$ cat src/common/vip_pkg.sv
// Constants and types shared by the interrupt prioritizer
package vip_pkg;
    localparam int NUM_VEC = 20;
    localparam int NUM_PERIPH = 8;
    localparam int NUM_SEL_PIN = 8;
    localparam int NUM_DUAL_PIN = 4;
    localparam int NUM_PIN = NUM_SEL_PIN + NUM_DUAL_PIN;
    localparam int IDX_W = 5;
    localparam int LVL_W = 2;
    // Vector table: index 0 highest fixed priority, index 19 lowest
    localparam logic [15:0] VEC_BASE = 16'h0010;
    localparam logic [15:0] VEC_LOWEST = 16'h0036;
    localparam logic [15:0] VEC_RESERVED = 16'h0038;
    localparam logic [15:0] VEC_ODD = 16'h0001;
    // Source index layout
    localparam int PERIPH_FIRST = 0;
    localparam int PIN_FIRST = NUM_PERIPH;
    localparam int WDT_VEC = 0;
    localparam int ADC_VEC_DEFAULT = 5;
    // Priority level encodings
    localparam logic [LVL_W-1:0] LVL_OFF = 2'h0;
    // Watchdog action option value that selects interrupt mode
    localparam logic WDT_ACT_IRQ = 1'b0;
    // Vector fetch sequencer states
    typedef enum logic [1:0] {
        VIP_IDLE,
        VIP_RD_HI,
        VIP_RD_LO,
        VIP_WAIT_LO
    } vip_fetch_t;
endpackage

$ cat src/common/vip_pin_if.sv
// Carrier between the pin edge detector and the prioritizer core
interface vip_pin_if #(parameter int N = 12);
    logic [N-1:0] pin_raw;
    logic [N-1:0] rise_sel;
    logic [N-1:0] both_sel;
    logic [N-1:0] evt;
    modport det (input pin_raw, input rise_sel, input both_sel, output evt);
    modport core (output pin_raw, output rise_sel, output both_sel, input evt);
endinterface

$ cat src/design/vip_top.sv
// Vectored interrupt prioritizer: pending flags, arbitration, vector fetch
// Summary of operation
// - Twenty vectors are served, fed by twelve pin sources and eight on-chip sources.
// - Eight pins trigger on a selectable rising or falling edge, four on both edges.
// - Each source gets its own level of three, used when picking the request to present.
// - A watchdog time-out can be taken as an interrupt source instead of a reset.
// - Pending requests are arbitrated and the winner makes the core enter its service routine.
// - Each 16-bit vector is read from program memory, upper byte at the even address first.
// - The port C pin 0 dual-edge source is lowest at 0036H, and 0038H is never issued.
// - In polled handling no request is presented and flags stay readable.
// - One master enable blocks all delivery when clear and permits it when set.
// - Sources absent from a package variant, and the ADC source when absent, are removed.
// - In watchdog interrupt mode a time-out raises a request taken only while enabled.
module vip_top
    import vip_pkg::*;
#(
    parameter logic [NUM_PIN-1:0] PIN_PRESENT = '1,
    parameter bit HAS_ADC = 1'b1,
    parameter int ADC_VEC = ADC_VEC_DEFAULT
)
(
    input wire logic sys_clk,
    input wire logic rst,
    input wire logic ce,
    input wire logic [NUM_PIN-1:0] gpio_pin,
    input wire logic [NUM_SEL_PIN-1:0] gpio_edge_rise,
    input wire logic [NUM_PERIPH-1:0] periph_evt,
    input wire logic wdt_timeout,
    input wire logic watchdog_timeout_action,
    input wire logic [NUM_VEC-1:0][LVL_W-1:0] src_level,
    input wire logic [NUM_VEC-1:0] pend_clr,
    input wire logic polled_mode,
    input wire logic enable_irq_instruction,
    input wire logic return_from_irq_instruction,
    input wire logic disable_irq_instruction,
    input wire logic irq_ack,
    output logic irq_req,
    output logic [IDX_W-1:0] irq_vec_idx,
    output logic [LVL_W-1:0] irq_level,
    output logic pm_rd,
    output logic [15:0] pm_addr,
    input wire logic [7:0] pm_rdata,
    output logic [15:0] vec_data,
    output logic vec_valid,
    output logic [NUM_VEC-1:0] pend_flags,
    output logic master_irq_enable,
    output logic wdt_reset_req
);
    vip_pin_if #(.N(NUM_PIN)) pif ();

    logic [NUM_VEC-1:0] src_present;
    logic [NUM_VEC-1:0] src_evt;
    logic [NUM_VEC-1:0] pend;
    logic [NUM_VEC-1:0] ack_clr;
    logic win_any;
    logic [IDX_W-1:0] win_idx;
    logic [LVL_W-1:0] win_lvl;
    logic take;
    vip_fetch_t state;
    vip_fetch_t next_state;
    logic [15:0] vec_q;
    logic vec_valid_q;
    logic wdt_rst_q;

    // Pin edge detection: low eight selectable, upper four on both edges
    assign pif.pin_raw = gpio_pin;
    assign pif.rise_sel = {{NUM_DUAL_PIN{1'b0}}, gpio_edge_rise};
    assign pif.both_sel = {{NUM_DUAL_PIN{1'b1}}, {NUM_SEL_PIN{1'b0}}};

    vip_edge_detect #(.N(NUM_PIN)) u_edge (
        .sys_clk(sys_clk),
        .rst(rst),
        .ce(ce),
        .pif(pif)
    );

    // Sources missing from this variant are masked out
    always_comb
    begin
        src_present = {PIN_PRESENT, {NUM_PERIPH{1'b1}}};
        if (!HAS_ADC)
            src_present[ADC_VEC] = 1'b0;
    end

    // Event map: on-chip sources first, then pins; watchdog shares a vector
    always_comb
    begin
        src_evt = {pif.evt, periph_evt};
        if (wdt_timeout && watchdog_timeout_action == WDT_ACT_IRQ)
            src_evt[WDT_VEC] = 1'b1;
        src_evt = src_evt & src_present;
    end

    // Watchdog reset mode: time-out asks for a system reset instead
    always_ff @(posedge sys_clk or posedge rst)
    begin
        if (rst)
            wdt_rst_q <= 1'b0;
        else if (ce)
            wdt_rst_q <= wdt_timeout && watchdog_timeout_action != WDT_ACT_IRQ;
    end

    // Taking a request: presented, acknowledged and sequencer free
    assign take = irq_req && irq_ack;

    always_comb
    begin
        ack_clr = '0;
        if (take)
            ack_clr[win_idx] = 1'b1;
    end

    // Pending flags: set wins over acknowledge or software clear
    always_ff @(posedge sys_clk or posedge rst)
    begin
        if (rst)
            pend <= '0;
        else if (ce)
            pend <= (pend & ~(pend_clr | ack_clr)) | src_evt;
    end

    // Master enable: set by enable and return instructions, cleared on entry
    always_ff @(posedge sys_clk or posedge rst)
    begin
        if (rst)
            master_irq_enable <= 1'b0;
        else if (ce)
        begin
            if (enable_irq_instruction || return_from_irq_instruction)
                master_irq_enable <= 1'b1;
            else if (disable_irq_instruction || take)
                master_irq_enable <= 1'b0;
        end
    end

    // Arbiter: highest level wins, lower index wins a tie
    always_comb
    begin
        win_any = 1'b0;
        win_idx = '0;
        win_lvl = LVL_OFF;
        for (int i = 0; i < NUM_VEC; i++)
        begin
            if (pend[i] && src_level[i] != LVL_OFF && src_level[i] > win_lvl)
            begin
                win_any = 1'b1;
                win_idx = IDX_W'(i);
                win_lvl = src_level[i];
            end
        end
    end

    // Presented only when enabled, vectored handling and fetcher idle
    assign irq_req = win_any && master_irq_enable && !polled_mode
        && state == VIP_IDLE;
    assign irq_vec_idx = win_idx;
    assign irq_level = win_lvl;

    // Vector fetch sequencer
    always_comb
    begin
        next_state = state;
        unique case (state)
            VIP_IDLE:
                if (take)
                    next_state = VIP_RD_HI;
            VIP_RD_HI:
                next_state = VIP_RD_LO;
            VIP_RD_LO:
                next_state = VIP_WAIT_LO;
            VIP_WAIT_LO:
                next_state = VIP_IDLE;
        endcase
    end

    always_ff @(posedge sys_clk or posedge rst)
    begin
        if (rst)
            state <= VIP_IDLE;
        else if (ce)
            state <= next_state;
    end

    // Read strobe while an address is on the bus
    assign pm_rd = state == VIP_RD_HI || state == VIP_RD_LO;

    // Vector address: even byte first, then the odd byte
    always_ff @(posedge sys_clk or posedge rst)
    begin
        if (rst)
            pm_addr <= VEC_BASE;
        else if (ce)
        begin
            if (take)
                pm_addr <= VEC_BASE + {10'h000, win_idx, 1'b0};
            else if (state == VIP_RD_HI)
                pm_addr <= pm_addr | VEC_ODD;
        end
    end

    // Byte assembly: upper byte from even address, lower from odd
    always_ff @(posedge sys_clk or posedge rst)
    begin
        if (rst)
        begin
            vec_q <= '0;
            vec_valid_q <= 1'b0;
        end
        else if (ce)
        begin
            vec_valid_q <= state == VIP_WAIT_LO;
            if (state == VIP_RD_LO)
                vec_q[15:8] <= pm_rdata;
            if (state == VIP_WAIT_LO)
                vec_q[7:0] <= pm_rdata;
        end
    end

    assign vec_data = vec_q;
    assign vec_valid = vec_valid_q;
    assign pend_flags = pend;
    assign wdt_reset_req = wdt_rst_q;
endmodule

$ cat src/design/vip_edge_detect.sv
// Pin synchroniser and edge detector for GPIO interrupt inputs
module vip_edge_detect
    import vip_pkg::*;
#(
    parameter int N = 12
)
(
    input wire logic sys_clk,
    input wire logic rst,
    input wire logic ce,
    vip_pin_if.det pif
);
    logic [N-1:0] sync_a;
    logic [N-1:0] sync_b;
    logic [N-1:0] last;
    logic [N-1:0] evt_q;
    logic [N-1:0] next_evt;
    logic fill_a;
    logic fill_b;
    logic hist_ok;

    // Two-stage synchroniser, then a history stage for edge compare
    always_ff @(posedge sys_clk or posedge rst)
    begin
        if (rst)
        begin
            sync_a <= '0;
            sync_b <= '0;
            last <= '0;
        end
        else if (ce)
        begin
            sync_a <= pif.pin_raw;
            sync_b <= sync_a;
            last <= sync_b;
        end
    end

    // Fill tracking: history holds real pin levels only after three edges
    always_ff @(posedge sys_clk or posedge rst)
    begin
        if (rst)
        begin
            fill_a <= 1'b0;
            fill_b <= 1'b0;
            hist_ok <= 1'b0;
        end
        else if (ce)
        begin
            fill_a <= 1'b1;
            fill_b <= fill_a;
            hist_ok <= fill_b;
        end
    end

    // Edge select per pin: both edges, rising or falling
    genvar g;
    generate
        for (g = 0; g < N; g++)
        begin : g_edge
            always_comb
            begin
                if (pif.both_sel[g])
                    next_evt[g] = sync_b[g] ^ last[g];
                else if (pif.rise_sel[g])
                    next_evt[g] = sync_b[g] & ~last[g];
                else
                    next_evt[g] = ~sync_b[g] & last[g];
            end
        end
    endgenerate

    // Registered one-cycle event pulses, none while history is still unfilled
    always_ff @(posedge sys_clk or posedge rst)
    begin
        if (rst)
            evt_q <= '0;
        else if (ce)
            evt_q <= hist_ok ? next_evt : '0; // Avoids a false edge from pins idling high
    end

    assign pif.evt = evt_q;
endmodule

$ cat config.mk
export PLATFORM = sky130hd
export DESIGN_NAME = vip_top
export DESIGN_NICKNAME = d
export VERILOG_FILES = /design/src/common/vip_pkg.sv /design/src/common/vip_pin_if.sv /design/src/design/vip_top.sv /design/src/design/vip_edge_detect.sv
export SDC_FILE = /design/constraint.sdc
export NUM_CORES = 1
export LEC_CHECK = 0
export BUFFER_PORTS_ARGS = -buffer_cell sky130_fd_sc_hd__buf_2
export CAP_MARGIN = 25
export CORE_MARGIN = 3
export CORE_UTILIZATION = 40
export DETAILED_ROUTE_END_ITERATION = 10
export GPL_TIMING_DRIVEN = 0
export SKIP_LAST_GASP = 1
export SLEW_MARGIN = 20
export SYNTH_ARGS = -nofsm -noshare
export SYNTH_HDL_FRONTEND = slang
export SYNTH_SLANG_ARGS = --single-unit
$ cat constraint.sdc
create_clock -name sys_clk -period 46.2 [get_ports sys_clk]
set_clock_uncertainty 0.2 [all_clocks]
set_input_delay 6.93 -clock sys_clk [delete_from_list [all_inputs] [get_ports sys_clk]]
set_output_delay 6.93 -clock sys_clk [all_outputs]
set_load 0.01 [all_outputs]
==> reports/results.ini, run 1 <==
[place]
place.port_buffers=159
preCtsSetupSlack_ps=6130
gp_congestion=0.858
hpwlAfterDp_um=15000

[die]
chipWidth_um=132
ios=170
start_util=0.414
rows=45
die_h_um=132
dieArea_um2=17500
core_um2=15400

[power]
p_sw_mw=0.218
p_sw_frac=0.453
pwr-share-seq=0.268
finalPower_mw=0.481
pwr-share-comb=0.572
power_density_nw_per_um2=61.5
p_leak_nw=3.66
internal_power_mw=0.263
power.share.clock=0.160
vdd_drop_max_v=0.0000478

[routing]
wl_met3_um=982
wl_met1_um=8090
num_vias=5730
wl_per_cell_um=17.2
highest_layer=met5
drt_wl_total_um=18300
postRouteAntennaNets=0
drc=0
drt_iter0_markers=283
firstDrtPassIters=5
met2_length_um=8940
vias_per_cell=5.39

[grt]
grt_pass1_vias=5734
track_usage=0.209
antenna_found_initial=1
gr-total-overflow=0
grt_pass1_wl_um=29800
grt_max_degree=73

[logic_synthesis]
synth.avg_cell_area_um2=9.54
synth_edf_count=0
ys_warn_count=0
yosysSeqAreaShare=0.388
async_reset_ff_frac=1.00
synth-seq-cells=99
synth-main-ff-cell=dfrtp_1
yosysMostFrequentCell=dfrtp_1
synth_cells=669
synth_common_cells=98 x dfrtp_1, 67 x mux2_2, 63 x nand2_1
netlist_top_cells_area=dfrtp_1 38%, mux2_2 12%, ha_1 5.7%
syn_area_um2=6380
synth.largest_area_cell=dfrtp_1
synth.distinct_cells=77
synth_top_area_share=0.384

[setup_path]
startpoint_type=input pin
cp_common_cell=ha_1
crit_type=in -> out
worstPathArrival_ps=33160
cp-end-kind=output port
cpMaxStageDelayCell=a21boi_0
cp.required_ps=39070
max_stage_delay_ps=790
worstPathMaxFanout=10

[cts]
ctsResizeCount=0
cts_tree=done
post_cts_buffers=0
clk_transition_reported_paths_ps=70
cts_sinks=99
clock_path_buffers=2
h-tree-depth=3
cts_root_buf=clkbuf_16
clock_latency_ps=340
numCtsBuffers=9
cts_hold_buf=0

[job]
maxCapViolations=0

[finish]
syn2layout_area_growth_pct=22.5
fill_cells=1542
nNetsFinal=983
fin_util=0.507
antenna_cells=0
drive_above_1_share=0.322

[min_path]
holdCritPathClass=reg -> reg

[timing]
rsz0062_at_grt=false
setup_violations=0
tns_ps=0
tightest_slew_ps=913
finalCritPeriodShare=0.872
maxSlewHeadroom=0.386
min_period_ps=40290
max_clock_freq_mhz=24.8
hold_violations=0
setup_slack_ps=5910
slew_violations=0

[outcome]
run_status=finished clean

[layout make-up]
type	instances	area [µm²]	area share
buffer	28	154	0.0197
clock buffer	10	239	0.0306
clock inverter	6	72.6	0.00928
inverter	54	208	0.0266
multi-input combinational	496	3580	0.458
sequential	99	2480	0.317
tap	211	264	0.0338
timing repair buffer	160	823	0.105
[path summary, 6_finish.rpt]
check,from,end,slack [ps],cells past startpoint
worst max-delay path,src_level[1],irq_req,5910,127
worst min register to register,u_edge.fill_a,u_edge.fill_a,270,1
min in group asynchronous,rst,vec_data[12],6340,2
worst min-delay path,u_edge.fill_a,u_edge.fill_a,270,1
max in group asynchronous,rst,pm_addr[4],38780,3
worst max register to register,pend_flags[0],pm_addr[2],18540,127
[routing by layer]
layer | vias to the layer above | GRT usage
met3 | 20 | 0.0378
li1 | 2802 | -
met2 | 165 | 0.352
met5 | - | 0
met1 | 2741 | 0.279
met4 | 2 | 0.0525
[sequential cells by signal, summed over array words and instances (netlist names), 2 cells and up]
signal          flops
pm_addr             7
u_edge.last        12
pend_flags         20
state               2
u_edge.sync_a      12
u_edge.sync_b      12
u_edge.pif.evt     12
vec_data           16
[logic make-up (layout without fill, tap and decap cells)]
| family | count (synthesis) | after routing | share of synthesized area |
|---|---|---|---|
| multiplexers | 84 | 84 | 0.145 |
| AO/OA/AOI/OAI | 159 | 159 | 0.172 |
| adder cells (fa/ha/maj) | 29 | 29 | 0.0568 |
| AND/OR/NAND/NOR | 211 | 211 | 0.176 |
| XOR/XNOR | 4 | 4 | 0.00549 |
| flip-flops | 99 | 99 | 0.388 |
| other | 1 | 9 | 0.000587 |
| buffers and inverters | 82 | 258 | 0.0558 |
[worst max-delay path, delay by kind of cell]
| kind | cells | cell delay [ps] |
|---|---|---|
| AO/OA/AOI/OAI | 51 | 11730 |
| AND/OR/NAND/NOR | 48 | 7390 |
| adder cells (fa/ha/maj) | 19 | 5240 |
| multiplexers | 3 | 1090 |
| buffers and inverters | 6 | 770 |
[metrics by stage]
step | std cells | cell area (µm²) | hold WS [ps]
floorplan | 677 | 6410 | 231
global placement | 1047 | 7470 | 248
detailed placement | 1048 | 7510 | 247
CTS | 1064 | 7820 | 269
global route | 1064 | 7820 | 303
finish | 1064 | 7820 | 267
[placed cells by master, fill, tap and decap left out, drive strengths merged, types with 4 or more instances in the layout]
cell type and n:
a31oi 6, inv 55, nand3 15, dfrtp 98, mux2i 17, nand2 64
and2 12, nor2b 10, a211oi 4, nor4 12, o22ai 16, nand2b 12
ha 29, buf 180, nor4b 5, clkbuf 18, a2111oi 5, nand4 6
a21boi 4, nor3b 12, mux2 67, o21ai 37, a21oi 26, nor3 11
o211ai 7, or2 7, o31ai 13, nor2 29, a21o 7, xnor2 4
conb 9
[power by group through the flow]
stage / registers [mW] / logic [mW] / clock network (mW)
after detailed placement: 0.131 / 0.273 / 0
after global routing: 0.133 / 0.307 / 0.0826
after CTS: 0.129 / 0.275 / 0.0788
after floorplan: 0.132 / 0.181 / 0
final: 0.129 / 0.275 / 0.0769
after global placement: 0.129 / 0.267 / 0
Note: power is estimated with default switching activity, not from simulation.
==> run 2, diff against run 1 <==
CTS_BUF_LIST = sky130_fd_sc_hd__clkbuf_8 sky130_fd_sc_hd__clkbuf_16   (was unset)
MAX_ROUTING_LAYER = met4   (was unset)
REMOVE_ABC_BUFFERS = 1   (was unset)
==> run 2 against run 1 <==
  * Cell count is 1.6% lower
  * Via count shrank 0.54%
  * Total power up 0.56%
  * Critical path type unchanged
  * Critical endpoint unchanged
  * Largest power group unchanged
  * Highest routed layer is now met4
==> reports/results.ini, run 2 (synthesis gave the netlist of run 1 again) <==
[cts]
clock_path_buffers=2  ; unchanged
clock_latency_ps=350  ; was 340 ps
cts_tree=done  ; unchanged
numCtsBuffers=9  ; unchanged
h-tree-depth=3  ; unchanged
cts_root_buf=clkbuf_16  ; unchanged
cts_hold_buf=0  ; unchanged
post_cts_buffers=0  ; unchanged
ctsResizeCount=0  ; unchanged
cts_sinks=99  ; unchanged
clk_transition_reported_paths_ps=70  ; about the same

[routing]
firstDrtPassIters=5  ; unchanged
postRouteAntennaNets=0  ; unchanged
drc=0  ; unchanged
num_vias=5699  ; was 5730
drt_iter0_markers=273  ; was 283
wl_per_cell_um=17.0  ; was 17.2 µm
drt_wl_total_um=17900  ; was 18300 µm
vias_per_cell=5.44  ; was 5.39

[grt]
grt_max_degree=76  ; was 73
grt_pass1_vias=5625  ; was 5734
grt_pass1_wl_um=28800  ; was 29800 µm
gr-total-overflow=0  ; unchanged
track_usage=0.209  ; about the same
antenna_found_initial=4  ; was 1

[finish]
nNetsFinal=961  ; was 983
multi_input_area_um2=3580  ; unchanged
largest_reg_flops=20  ; unchanged
final_common_cell=buf_2  ; unchanged
drive_above_1_share=0.321  ; was 0.322
regArea_um2=2480  ; unchanged
fill_cells=1487  ; was 1542
syn2layout_area_growth_pct=20.9  ; was 22.5%
final_area_um2=7720  ; was 7820 µm²
final_cell_mix=161 x buf_2, 98 x dfrtp_1, 67 x mux2_2  ; was 162 x buf_2, 98 x dfrtp_1, 67 x mux2_2
fin_util=0.500  ; was 0.507
final_cells=1047  ; was 1064

[setup_path]
crit_type=in -> out  ; unchanged
critical_path_buf_inv_count=5  ; was 6
max_stage_delay_ps=450  ; was 790 ps
crit_family=compound AO/OA/AOI/OAI gates  ; unchanged
cp.required_ps=39070  ; about the same
worstPathArrival_ps=33190  ; was 33160 ps
worstPathMaxFanout=11  ; was 10
startpoint_type=input pin  ; unchanged
cp_common_cell=ha_1  ; unchanged
startpoint=src_level[1]  ; unchanged
cp-end-kind=output port  ; unchanged
r2r_start=pend_flags[0]  ; unchanged
cpMaxStageDelayCell=o31ai_1  ; was a21boi_0

[die]
die_h_um=132  ; unchanged
start_util=0.414  ; unchanged
ios=170  ; unchanged
core_um2=15400  ; unchanged
dieArea_um2=17500  ; unchanged
chipWidth_um=132  ; unchanged
rows=45  ; unchanged

[timing]
maxSlewHeadroom=0.367  ; was 0.386
rsz0062_at_grt=false  ; unchanged
slew_violations=0  ; unchanged
tightest_slew_ps=943  ; was 913 ps
min_period_ps=40320  ; was 40290 ps
hold_violations=0  ; unchanged
setup_violations=0  ; unchanged
tns_ps=0  ; unchanged
holdWs_ps=266  ; was 267 ps
max_clock_freq_mhz=24.8  ; about the same
finalCritPeriodShare=0.873  ; was 0.872

[place]
place_inst=1026  ; was 1048
place.port_buffers=160  ; was 159
hpwlAfterDp_um=14200  ; was 15000 µm
gp_congestion=0.838  ; was 0.858
placedInstanceArea_um2=7410  ; was 7510 µm²

[power]
p_sw_frac=0.465  ; was 0.453
internal_power_mw=0.259  ; was 0.263 mW
vdd_drop_max_v=0.0000467  ; was 0.0000478 V
p_sw_mw=0.225  ; was 0.218 mW
power_density_nw_per_um2=62.7  ; was 61.5 nW/µm²
p_leak_nw=3.61  ; was 3.66 nW
pwr-share-comb=0.582  ; was 0.572
power.share.clock=0.154  ; was 0.160
pwr-share-seq=0.264  ; was 0.268

[job]
maxCapViolations=0  ; unchanged

[min_path]
min_from=u_edge.fill_a  ; unchanged
holdCritPathClass=reg -> reg  ; unchanged

[outcome]
run_status=finished clean  ; unchanged

[run 2: cell types whose count changed in the layout (fill, tap and decap cells not counted), moves of 2 or more]
| cell | before | now |
|---|---|---|
| buf_1 | 6 | 0 |
| buf_4 | 10 | 3 |
| clkbuf_1 | 8 | 0 |
| clkinvlp_4 | 3 | 1 |
| diode_2 | 0 | 5 |
| inv_6 | 1 | 3 |
[run 2: area by class of cell]
cell class	instances	area share
multi-input combinational	496	0.464
inverter	54	0.0269
clock inverter	7	0.00907
sequential	99	0.321
timing repair buffer	166	0.114
tap	211	0.0342
antenna	5	0.00162
clock buffer	9	0.0292
[run 2: worst paths after layout]
path	slack (ps)	depth (start not counted)	to
max in group asynchronous	38810	3	pm_addr[4]
max	5880	127	irq_req
min	270	1	u_edge.fill_a
min in group asynchronous	6330	2	u_edge.sync_a[4]
min reg2reg	270	1	u_edge.fill_a
max reg2reg	18490	127	pend_flags[0]
[run 2: routing by layer]
metal / track usage / routed length, µm / part of all wire
met1: 0.268 / 7860 / 0.44
met2: 0.332 / 8480 / 0.47
met3: 0.0500 / 1150 / 0.065
met4: 0.0589 / 359 / 0.020
met5: - / 0 / 0
[run 2: stage by stage]
stage	setup slack, ps	total power, mW
6_report	5880	0.484
5_1_grt	3090	0.525
4_1_cts	5940	0.486
3_5_place_dp	6030	0.410
3_3_place_gp	6510	0.396
2_1_floorplan	10120	0.308
[run 2: power by group through the flow]
stage               Clock, mW  Sequential, mW  Combinational [mW]
detailed placement          0           0.129               0.280
floorplan                   0           0.132               0.176
global placement            0           0.127               0.268
finish                 0.0745           0.128               0.281
CTS                    0.0767           0.128               0.282
global route           0.0803           0.131               0.313
